**src/include/dpt_pkg.sv**
```systemverilog
/*
 * constants, register map and carriers of the dynamic power-down sequencer.
 * assumes a 25 MHz pclk and one APB master with 32-bit data.
 */
package dpt_pkg;

    // ==========================================================
    // clock and time
    localparam int CLK_MHZ      = 25;
    localparam int HARD_US      = 200;
    localparam int PIN_RST_MIN_US = 25;
    localparam int PIN_RST_MAX_US = 50;
    localparam int HARD_CYC_DEF = HARD_US * CLK_MHZ;
    // least time rounds up, longest time rounds down
    localparam int PIN_RST_MIN_CYC = (PIN_RST_MIN_US * CLK_MHZ * 1000 + 999) / 1000;
    localparam int PIN_RST_MAX_CYC = (PIN_RST_MAX_US * CLK_MHZ * 1000) / 1000;

    // ==========================================================
    // register indexes; byte address is four times the index
    localparam logic [7:0] IDX_WIN_START = 8'h32;
    localparam logic [7:0] IDX_WIN_END   = 8'h33;
    localparam logic [7:0] IDX_PERIOD    = 8'h40;
    localparam logic [7:0] IDX_CTRL      = 8'h41;
    localparam logic [7:0] IDX_STATUS    = 8'h42;

    // ==========================================================
    // reset values and bit positions
    localparam logic [15:0] RST_WIN_START = 16'hFFFF;
    localparam logic [15:0] RST_WIN_END   = 16'h0000;
    localparam logic [15:0] RST_PERIOD    = 16'hFFFF;
    localparam int          CTRL_SWRST_BIT = 31;
    localparam int          AMP_BLOCK      = 3;

    // ==========================================================
    // carriers
    typedef struct packed {
        logic [20:0] rsvd;
        logic [3:0]  clk_div;
        logic        input_short_en;
        logic        front_end_sleep_bit;
        logic [4:0]  dyn_select;
    } dpt_ctrl_s;

    localparam dpt_ctrl_s RST_CTRL = '{default: 1'b0};

    typedef struct packed {
        logic       hard_sleep_mode;
        logic       front_end_sleep;
        logic [4:0] block_sleep;
        logic       input_short;
    } dpt_sleep_s;

    typedef enum logic [2:0] {
        PIN_HIGH  = 3'b001,
        PIN_LOW   = 3'b010,
        PIN_HARD  = 3'b100
    } dpt_pin_e;

endpackage

```
**src/verilog/dpt_sync.sv**
```systemverilog
/*
 * two-flop synchroniser for one level coming from a pin.
 * assumes the input is asynchronous to clk; output is the second flop.
 */
`timescale 1ns/1ps
`default_nettype none

module dpt_sync
(
    input  wire logic clk,
    input  wire logic rst_n,
    input  wire logic async_in,
    output var  logic sync_out
);

    logic meta;

    // idle level of a reset pin is high
    always_ff @(posedge clk or negedge rst_n)
    begin
        if (!rst_n)
        begin
            meta     <= 1'b1;
            sync_out <= 1'b1;
        end
        else
        begin
            meta     <= async_in;
            sync_out <= meta;
        end
    end

endmodule

`default_nettype wire

```
**src/verilog/dpt_top.sv**
```systemverilog
/*
 * dynamic power-down sequencer: period counter, power-down window, pin and
 * register sleep modes, APB register slave.
 * assumes pclk at 25 MHz and an asynchronous reset pin from outside.
 */
`timescale 1ns/1ps
`default_nettype none

module dpt_top
    import dpt_pkg::*;
#(
    parameter int HARD_CYC = HARD_CYC_DEF
)
(
    input  wire logic        pclk,
    input  wire logic        presetn,
    input  wire logic        psel,
    input  wire logic        penable,
    input  wire logic        pwrite,
    input  wire logic [11:0] paddr,
    input  wire logic [31:0] pwdata,
    output var  logic [31:0] prdata,
    output var  logic        pready,
    output var  logic        pslverr,
    input  wire logic        reset_n_pin,
    output var  dpt_sleep_s  sleep_out,
    output var  logic        dyn_sleep_signal,
    output var  logic        sequencer_clock
);

    logic [15:0] powerdown_window_start;
    logic [15:0] powerdown_window_end;
    logic [15:0] period_terminal_count;
    dpt_ctrl_s   ctrl;
    logic [15:0] period_cnt;
    logic [3:0]  div_cnt;
    logic        pin_sync;
    logic [15:0] low_cnt;
    dpt_pin_e    pin_state;
    logic        pin_reg_reset;
    logic        soft_reset;
    logic        apb_wr;
    logic        mapped;
    logic [7:0]  idx;
    dpt_sleep_s  next_sleep;

    function automatic logic in_window(input logic [15:0] cnt,
                                       input logic [15:0] st,
                                       input logic [15:0] en);
        in_window = (cnt >= st) && (cnt <= en);
    endfunction

    // ==========================================================
    // APB slave, zero wait states
    assign idx    = paddr[9:2];
    assign pready = 1'b1;
    assign apb_wr = psel && penable && pwrite;
    always_comb
    begin
        mapped = (paddr[1:0] == 2'h0) && (paddr[11:10] == 2'h0) &&
                 (idx == IDX_WIN_START || idx == IDX_WIN_END || idx == IDX_PERIOD ||
                  idx == IDX_CTRL || idx == IDX_STATUS);
        pslverr = psel && penable && !mapped;
    end

    // software reset
    // bit 31 of a control write is a self-clearing reset of all registers
    assign soft_reset = (apb_wr && idx == IDX_CTRL && paddr[1:0] == 2'h0 &&
                         paddr[11:10] == 2'h0 && pwdata[CTRL_SWRST_BIT]) || pin_reg_reset;

    always_ff @(posedge pclk or negedge presetn)
    begin
        if (!presetn)
        begin
            powerdown_window_start <= RST_WIN_START;
            powerdown_window_end   <= RST_WIN_END;
            period_terminal_count  <= RST_PERIOD;
            ctrl                   <= RST_CTRL;
        end
        else if (soft_reset)
        begin
            powerdown_window_start <= RST_WIN_START;
            powerdown_window_end   <= RST_WIN_END;
            period_terminal_count  <= RST_PERIOD;
            ctrl                   <= RST_CTRL;
        end
        else if (apb_wr && mapped)
        begin
            if (idx == IDX_WIN_START)
                powerdown_window_start <= pwdata[15:0];
            if (idx == IDX_WIN_END)
                powerdown_window_end <= pwdata[15:0];
            if (idx == IDX_PERIOD)
                period_terminal_count <= pwdata[15:0];
            if (idx == IDX_CTRL)
            begin
                ctrl      <= dpt_ctrl_s'(pwdata);
                ctrl.rsvd <= '0;
            end
        end
    end

    always_ff @(posedge pclk or negedge presetn)
    begin
        if (!presetn)
            prdata <= 32'h0000_0000;
        else if (psel && !penable && !pwrite)
        begin
            unique case (idx)
                IDX_WIN_START: prdata <= {16'h0000, powerdown_window_start};
                IDX_WIN_END:   prdata <= {16'h0000, powerdown_window_end};
                IDX_PERIOD:    prdata <= {16'h0000, period_terminal_count};
                IDX_CTRL:      prdata <= ctrl;
                IDX_STATUS:    prdata <= {14'h0000, sleep_out.hard_sleep_mode,
                                          dyn_sleep_signal, period_cnt};
                default:       prdata <= 32'h0000_0000;
            endcase
        end
    end

    // ==========================================================
    // sequencer clock enable
    // divide by clk_div + 1
    always_ff @(posedge pclk or negedge presetn)
    begin
        if (!presetn)
            div_cnt <= 4'h0;
        else if (div_cnt >= ctrl.clk_div)
            div_cnt <= 4'h0;
        else
            div_cnt <= div_cnt + 4'h1;
    end
    assign sequencer_clock = (div_cnt >= ctrl.clk_div);

    // 16-bit count; >= guards a terminal lowered below the count
    always_ff @(posedge pclk or negedge presetn)
    begin
        if (!presetn)
            period_cnt <= 16'h0000;
        else if (soft_reset)
            period_cnt <= 16'h0000;
        else if (sequencer_clock)
            period_cnt <= (period_cnt >= period_terminal_count) ? 16'h0000 : period_cnt + 16'h0001;
    end

    always_ff @(posedge pclk or negedge presetn)
    begin
        if (!presetn)
            dyn_sleep_signal <= 1'b0;
        else
            dyn_sleep_signal <= in_window(period_cnt, powerdown_window_start, powerdown_window_end);
    end

    // ==========================================================
    // reset pin: pulse width measurement
    dpt_sync u_sync
    (
        .clk      (pclk),
        .rst_n    (presetn),
        .async_in (reset_n_pin),
        .sync_out (pin_sync)
    );

    always_ff @(posedge pclk or negedge presetn)
    begin
        if (!presetn)
            low_cnt <= 16'h0000;
        else if (pin_sync)
            low_cnt <= 16'h0000;
        else if (low_cnt < 16'(HARD_CYC))
            low_cnt <= low_cnt + 16'h0001;
    end

    // hard sleep after a long low
    // low pulse of 25 to 50 us resets registers on release
    always_ff @(posedge pclk or negedge presetn)
    begin
        if (!presetn)
        begin
            pin_state     <= PIN_HIGH;
            pin_reg_reset <= 1'b0;
        end
        else
        begin
            pin_reg_reset <= 1'b0;
            unique case (pin_state)
                PIN_HIGH:
                    if (!pin_sync)
                        pin_state <= PIN_LOW;
                PIN_LOW:
                    if (pin_sync)
                    begin
                        pin_state     <= PIN_HIGH;
                        pin_reg_reset <= (low_cnt >= 16'(PIN_RST_MIN_CYC)) &&
                                         (low_cnt <= 16'(PIN_RST_MAX_CYC));
                    end
                    else if (low_cnt >= 16'(HARD_CYC))
                        pin_state <= PIN_HARD;
                PIN_HARD:
                    if (pin_sync)
                        pin_state <= PIN_HIGH;
                default:
                    pin_state <= PIN_HIGH;
            endcase
        end
    end

    // ==========================================================
    // sleep outputs
    always_comb
    begin
        next_sleep.hard_sleep_mode = (pin_state == PIN_HARD);
        next_sleep.front_end_sleep = ctrl.front_end_sleep_bit || next_sleep.hard_sleep_mode;
        next_sleep.block_sleep     = ctrl.dyn_select & {5{dyn_sleep_signal}};
        next_sleep.input_short     = ctrl.input_short_en &&
                                     (next_sleep.block_sleep[AMP_BLOCK] || next_sleep.front_end_sleep);
    end

    always_ff @(posedge pclk or negedge presetn)
    begin
        if (!presetn)
            sleep_out <= '0;
        else
            sleep_out <= next_sleep;
    end
endmodule

`default_nettype wire

```
**config.mk**
```make
export PLATFORM = sky130hd
export DESIGN_NAME = dpt_top
export DESIGN_NICKNAME = d
export VERILOG_FILES = /design/src/include/dpt_pkg.sv /design/src/verilog/dpt_sync.sv /design/src/verilog/dpt_top.sv
export SDC_FILE = /design/constraint.sdc
export NUM_CORES = 1
export LEC_CHECK = 0
export BUFFER_PORTS_ARGS = -buffer_cell sky130_fd_sc_hd__buf_2
export CORE_MARGIN = 2
export CORE_UTILIZATION = 62
export DETAILED_ROUTE_END_ITERATION = 10
export GPL_TIMING_DRIVEN = 0
export HOLD_SLACK_MARGIN = 0.08
export PLACE_DENSITY_LB_ADDON = 0.2
export SETUP_SLACK_MARGIN = 0.2
export SLEW_MARGIN = 5
export SYNTH_ARGS = -nofsm -noshare
export SYNTH_HDL_FRONTEND = slang
export SYNTH_HIERARCHICAL = 1
export SYNTH_SLANG_ARGS = --single-unit
```
**constraint.sdc**
```tcl
create_clock -name pclk -period 4.5 [get_ports pclk]
set_clock_uncertainty 0.05 [all_clocks]
set_input_delay 0.225 -clock pclk [delete_from_list [all_inputs] [get_ports pclk]]
set_output_delay 0.225 -clock pclk [all_outputs]
set_load 0.02 [all_outputs]
```
# Yosys cells after proc, flatten, opt, wreduce, memory -nomap -nowiden
# Cells that the tools add are included.
[totals] ff_bits=163 inputBits=50 out_inout_bits=44 wordCells=109
[classes] n_addsub=3 n_lt_le_gt_ge=8 n_eq_ne=11 mux=26 bitwise_logic=1 n_reduce_logical=39
[op_table] operator="16-bit 2-to-1 mux" n=14
[op_table] operator="32-bit case mux with 5 select lines" n=1
[op_table] operator="32-bit 2-to-1 mux" n=3
[op_table] operator="16-bit by 1-bit adder with 16-bit output (second input constant)" n=2
[op_table] operator="16-bit greater-or-equal comparator" n=2
[op_table] operator="8-bit by 7-bit == test with 1-bit output (second input constant)" n=3
[op_table] operator="8-bit by 6-bit == test with 1-bit output (second input constant)" n=2
[op_table] operator="16-bit by 10-bit greater-or-equal comparator with 1-bit output (second input constant)" n=1
[op_table] operator="16-bit by 13-bit greater-or-equal comparator with 1-bit output (second input constant)" n=1
[op_table] operator="16-bit by 11-bit <= comparator with 1-bit output (second input constant)" n=1
[op_table] operator="16-bit <= comparator" n=1
[op_table] operator="16-bit by 13-bit < comparator with 1-bit output (second input constant)" n=1
[op_table] operator="1-bit logical AND" n=15
[op_table] operator="2-bit nonzero test" n=7
[op_table] operator="3-bit 2-to-1 mux" n=4
[op_table] operator="3-bit case mux with 3 select lines" n=1
[op_table] operator="2-bit AND reduction" n=4
[op_table] operator="1-bit logical OR" n=7
[op_table] operator="5-bit bitwise AND" n=1
[op_table] operator="4-bit by 1-bit adder with 4-bit output (second input constant)" n=1
[op_table] operator="4-bit greater-or-equal comparator" n=1
[op_table] operator="2-bit logical NOT" n=2
[op_table] operator="4-bit 2-to-1 mux" n=1
[op_table] operator="3-bit by 1-bit == test with 1-bit output (second input constant)" n=1
[op_table] operator="8 further kinds" n=11

# Logic depth before layout (Yosys ltp)
[depth] ltp_word=9 mapped_depth=9 depth_no_buf=8

# Modules after synthesis
# The synthesis kept the hierarchy.
[modules_own_cells] mod="dpt_top" n_inst=1 cells_per_inst=670 area_per_inst_um2=6990.5 seq_area_each_um2=3194.3
[modules_own_cells] mod="dpt_sync" n_inst=1 cells_per_inst=2 area_per_inst_um2=52.6 seq_area_each_um2=52.6

# Worst setup path after synthesis
# OpenSTA, ideal clock, no wires.
[synth_path] kind="register -> register" from="register period_terminal_count[0]" to="register period_cnt[11]" setup_ns=0.071 arrival_time_ns=2.163 required_ns=4.379 slack_ns=2.216 path_stages_with_launch=9 path_buffers=1 period_less_slack_ns=2.284 cell_sequence="dfstp_2 -> ha_1 -> nand2b_1 -> a2111oi_0 -> o311ai_0 -> a211o_1 -> a21o_1 -> buf_2 -> nor2_1"
[synth_between] elab_chain_cells=4
[synth_rtl] element="from (decl)" line="dpt_top.sv:33" source="logic [15:0] period_terminal_count;"
[synth_rtl] element="from (signal assigned)" line="dpt_top.sv:94" source="period_terminal_count <= pwdata[15:0];"
[synth_rtl] element="16-bit greater-or-equal comparator" line="dpt_top.sv:143" source="period_cnt <= (period_cnt >= period_terminal_count) ? 16'h0000 : period_cnt + 16'h0001;"
[synth_rtl] element="16-bit 2-to-1 mux" line="dpt_top.sv:143"
[synth_rtl] element="16-bit 2-to-1 mux" line="dpt_top.sv:142" source="else if (sequencer_clock)"
[synth_rtl] element="16-bit 2-to-1 mux" line="dpt_top.sv:140" source="else if (soft_reset)"
[synth_rtl] element="to (signal assigned)" line="dpt_top.sv:143"
[synth_rtl] element="to (decl)" line="dpt_top.sv:35" source="logic [15:0] period_cnt;"
# Every way passes these cells. The select of a mux whose other input is x is not followed.
# A chain may end at the register's enable or synchronous reset.

# Worst setup path after layout
[layout_path] from="register period_cnt[0]" to="register period_cnt[6]"
[layout_between] elab_chain_cells=4 word_cells_on_any_way=5 cone_classes="add/sub (1); order compare (1); mux (3)"
[layout_rtl] element="16-bit by 1-bit adder with 16-bit output or 16-bit greater-or-equal comparator (tied branches)" line="dpt_top.sv:143"
[layout_rtl] element="16-bit 2-to-1 mux *" line="dpt_top.sv:143"
[layout_rtl] element="16-bit 2-to-1 mux *" line="dpt_top.sv:142"
[layout_rtl] element="16-bit 2-to-1 mux *" line="dpt_top.sv:140"
# Mark *: on every way between the ends. The rest lies on a longest branch, timed or not. The select of a mux whose other input is x is not followed.

==> impl_metrics.csv <==
group,metric,value,unit
cts,htree_levels,4,
cts,insertion_delay,420,ps
synthesis,async_flop_share,100.0,%
synthesis,synth_edf_count,0,
floorplan,die_w,110.6,um
setup_path,r2r-start,"period_cnt[0]",
sta,slew_viol_final,0,
global_routing,grt_max_degree,75,
setup_path,arrival,3190,ps
layout,finish.utilization,76.24,%
setup_path,path_class,"register to register",
global_routing,grt_pass1_vias,6054,
floorplan,die_y,110.6,um
cts,clk_path_buf_depth,2,
setup_path,crit_path_max_fanout,10,
drt,route.detailed.drc,0,
sta,setup_viol,0,
layout,area_delta_synth_final,18.88,%
setup_path,reg2regPathDepth,9,
floorplan,start_util,64.13,%
floorplan,rows,38,
setup_path,r2r_setup_slack,1600,ps
drt,maxUsedRoutingLayer,"met4",
global_routing,antenna_found_initial,0,
cts,clk_pin_slew,60,ps
floorplan,pin_count,94,
power_and_ir_drop,power.density,329.2,nW/um^2
drt,wl_met3,1496,um
drt,wl_per_cell,19.84,um
synthesis,yosys_warnings,6,
cts,cts_root_buf,"clkbuf_16",
place,gp_congestion,0.9541,
global_routing,grt_pass1_wl,30310,um
layout,fin_nets,894,
layout,drive_above_1_share,20.90,%
place,post-place-ws,1665,ps
drt,vias,5870,
sta,min_period,2898,ps
synthesis,synth_top_area_cell,"dfrtp_1",
sta,finalCritPeriodShare,64.40,%
run,maxCapViolCount,0,
min_path,hp-class,"input port to register",
layout,multi_input_area,3387,um^2
synthesis,ys_seq_elements,128,
global_routing,grt_overflow_total,0,
cts,cts_made_buffers,17,
power_and_ir_drop,ir_drop,0.0002886,V
layout,antenna_cells,0,
drt,wl_met2,8928,um
floorplan,core_area,10980,um^2
sta,setup_ws,1602,ps
outcome,status,"finished, final reports clean",
cts,cts_tree,"done",
sta,max_freq,345.1,MHz
sta,worstMarginPinSlew,908.0,ps
synthesis,yosysUniqueCellTypes,64,
sta,hold_violations,0,
setup_path,cp_data_required_time,4790,ps
drt,avgViaCountPerCell,6.251,
drt,wl_met1,7471,um
synthesis,synth_top_area_share,33.04,%
synthesis,syn_inst,672,
sta,rsz0062_at_grt,"no",
floorplan,die_area,12230,um^2
synthesis,yosys-top-cells-area,"dfrtp_1, dfstp_2, ha_1, o22a_1, nor2_1",
drt,initialDrtViolationCount,447,
setup_path,crit_path_start,"period_cnt[0]",
power_and_ir_drop,power,2.756,mW
setup_path,worst_setup_path_start_kind,"register",
drt,wl,18630,um
drt,ant_nets,0,
layout,register_area,3247,um^2
place,dp_hpwl,12880,um
power_and_ir_drop,leakagePower,3.777,nW
synthesis,yosysSeqAreaShare,46.10,%
sta,setup_tns,0,ps
synthesis,ys.flop_type,"dfrtp_1",
cts,clock_sinks,128,
layout,fillCellCount,748,
global_routing,grt_use_total,31.46,%
sta,slew_headroom,39.06,%
drt,dr.pass1.iters,8,
synthesis,synth_area,7043,um^2
setup_path,end_kind,"register",
setup_path,reg2reg_to,"period_cnt[6]",
synthesis,syn_avg_cell_area,10.48,um^2
setup_path,endpoint,"period_cnt[6]",
place,portBuffers,63,
==> worst min-delay path by stage <==
stage | from | end | slack [ps] | cells past startpoint
after floorplan | presetn | ctrl[0] | -120 | 0
after global placement | reset_n_pin | u_sync/meta | 280 | 1
after detailed placement | presetn | sleep_out[3] | 160 | 1
after CTS | pwdata[31] | ctrl[0] | 150 | 3
after global routing | pwdata[31] | ctrl[0] | 170 | 3
final | pwdata[31] | ctrl[0] | 160 | 3
==> registers in the layout (all words and copies together) (netlist names) <==
name                    count
ctrl                       11
low_cnt                    16
pin_reg_reset               1
period_terminal_count      16
u_sync/meta                 1
powerdown_window_end       16
prdata                     18
div_cnt                     4
dyn_sleep_signal            1
period_cnt                 16
powerdown_window_start     16
sleep_out                   8
u_sync/sync_out             1
pin_state                   3
==> cells by family after synthesis <==
logic type,Yosys count,synth area share (%)
XOR/XNOR,24,2.985
other,2,0.1066
multiplexers,5,0.7106
buffers and inverters,101,6.573
AND/OR/NAND/NOR,177,13.95
AO/OA/AOI/OAI,177,19.28
adder cells (fa/ha/maj),58,10.30
flip-flops,128,46.10
==> power breakdown <==
| part | internal [mW] | switching (mW) | total [mW] | leakage (nW) |
|---|---|---|---|---|
| logic | 0.0809 | 0.133 | 0.214 | 1.88 |
| registers | 1.19 | 0.0244 | 1.21 | 1.62 |
| clock network | 0.856 | 0.476 | 1.33 | 0.278 |
==> layer usage <==
| layer | track usage [%] | up-vias |
|---|---|---|
| met3 | 8.562 | 61 |
| met1 | 38.93 | 2869 |
| li1 | - | 2671 |
| met2 | 51.29 | 269 |
| met4 | 15.08 | 0 |
| met5 | 0 | - |
==> metrics by stage <==
stage	hold slack [ps]	area, um^2	cells
floorplan	-120.6	7092	685
global placement	283.0	7582	888
detailed placement	163.6	7616	889
CTS	145.6	8368	939
global route	165.9	8373	939
finish	158.5	8373	939
==> cell usage after synthesis, drive strengths merged, types with 17 or more instances <==
master / count
buf: 29
a21oi: 18
xor2: 19
inv: 60
a22oi: 22
a22o: 23
o22a: 32
nor2: 66
dfstp: 35
ha: 58
dfrtp: 93
a31oi: 17
==> critical path, stage by stage, from the launching register on <==
cell,delay (ps)
dfrtp_1,460
inv_1,120
ha_1,280
nand2b_1,140
a2111oi_0,500
o311ai_0,320
a211o_1,420
a21o_1,230
buf_2,180
nor2_1,130
==> cell usage in the layout, fill, tap and decap left out, types with 18 or more instances in the layout <==
cell type      netlist  layout
dfrtp_1             93      93
buf_2               10      72
nor2_1              63      63
inv_1               59      59
ha_1                58      58
dfstp_2             35      35
o22a_1              32      32
a22o_1              23      23
a22oi_1             22      22
xor2_1              19      19
a21oi_1             18      18
clkbuf_1            12      18
dlygate4sd3_1        0      18
==> what timing repair did <==
| action | 4_1_cts | 5_1_grt |
|---|---|---|
| buffers inserted | 0 | 0 |
| hold buffers | 18 | 0 |
| endpoints found under the hold margin | 103 | 0 |
| gates resized for setup | 0 | 0 |
==> cell type report <==
cell class              instances  area share, %
repair buffers                 82          6.321
well taps                     140          2.092
clock inverters                 6         0.9863
inverters                      60          2.690
multi-input cells             456          40.45
clock buffers                  26          5.843
plain buffers                  41          2.839
flip-flops and latches        128          38.78
No activity file was read; power rests on OpenSTA's default activity.
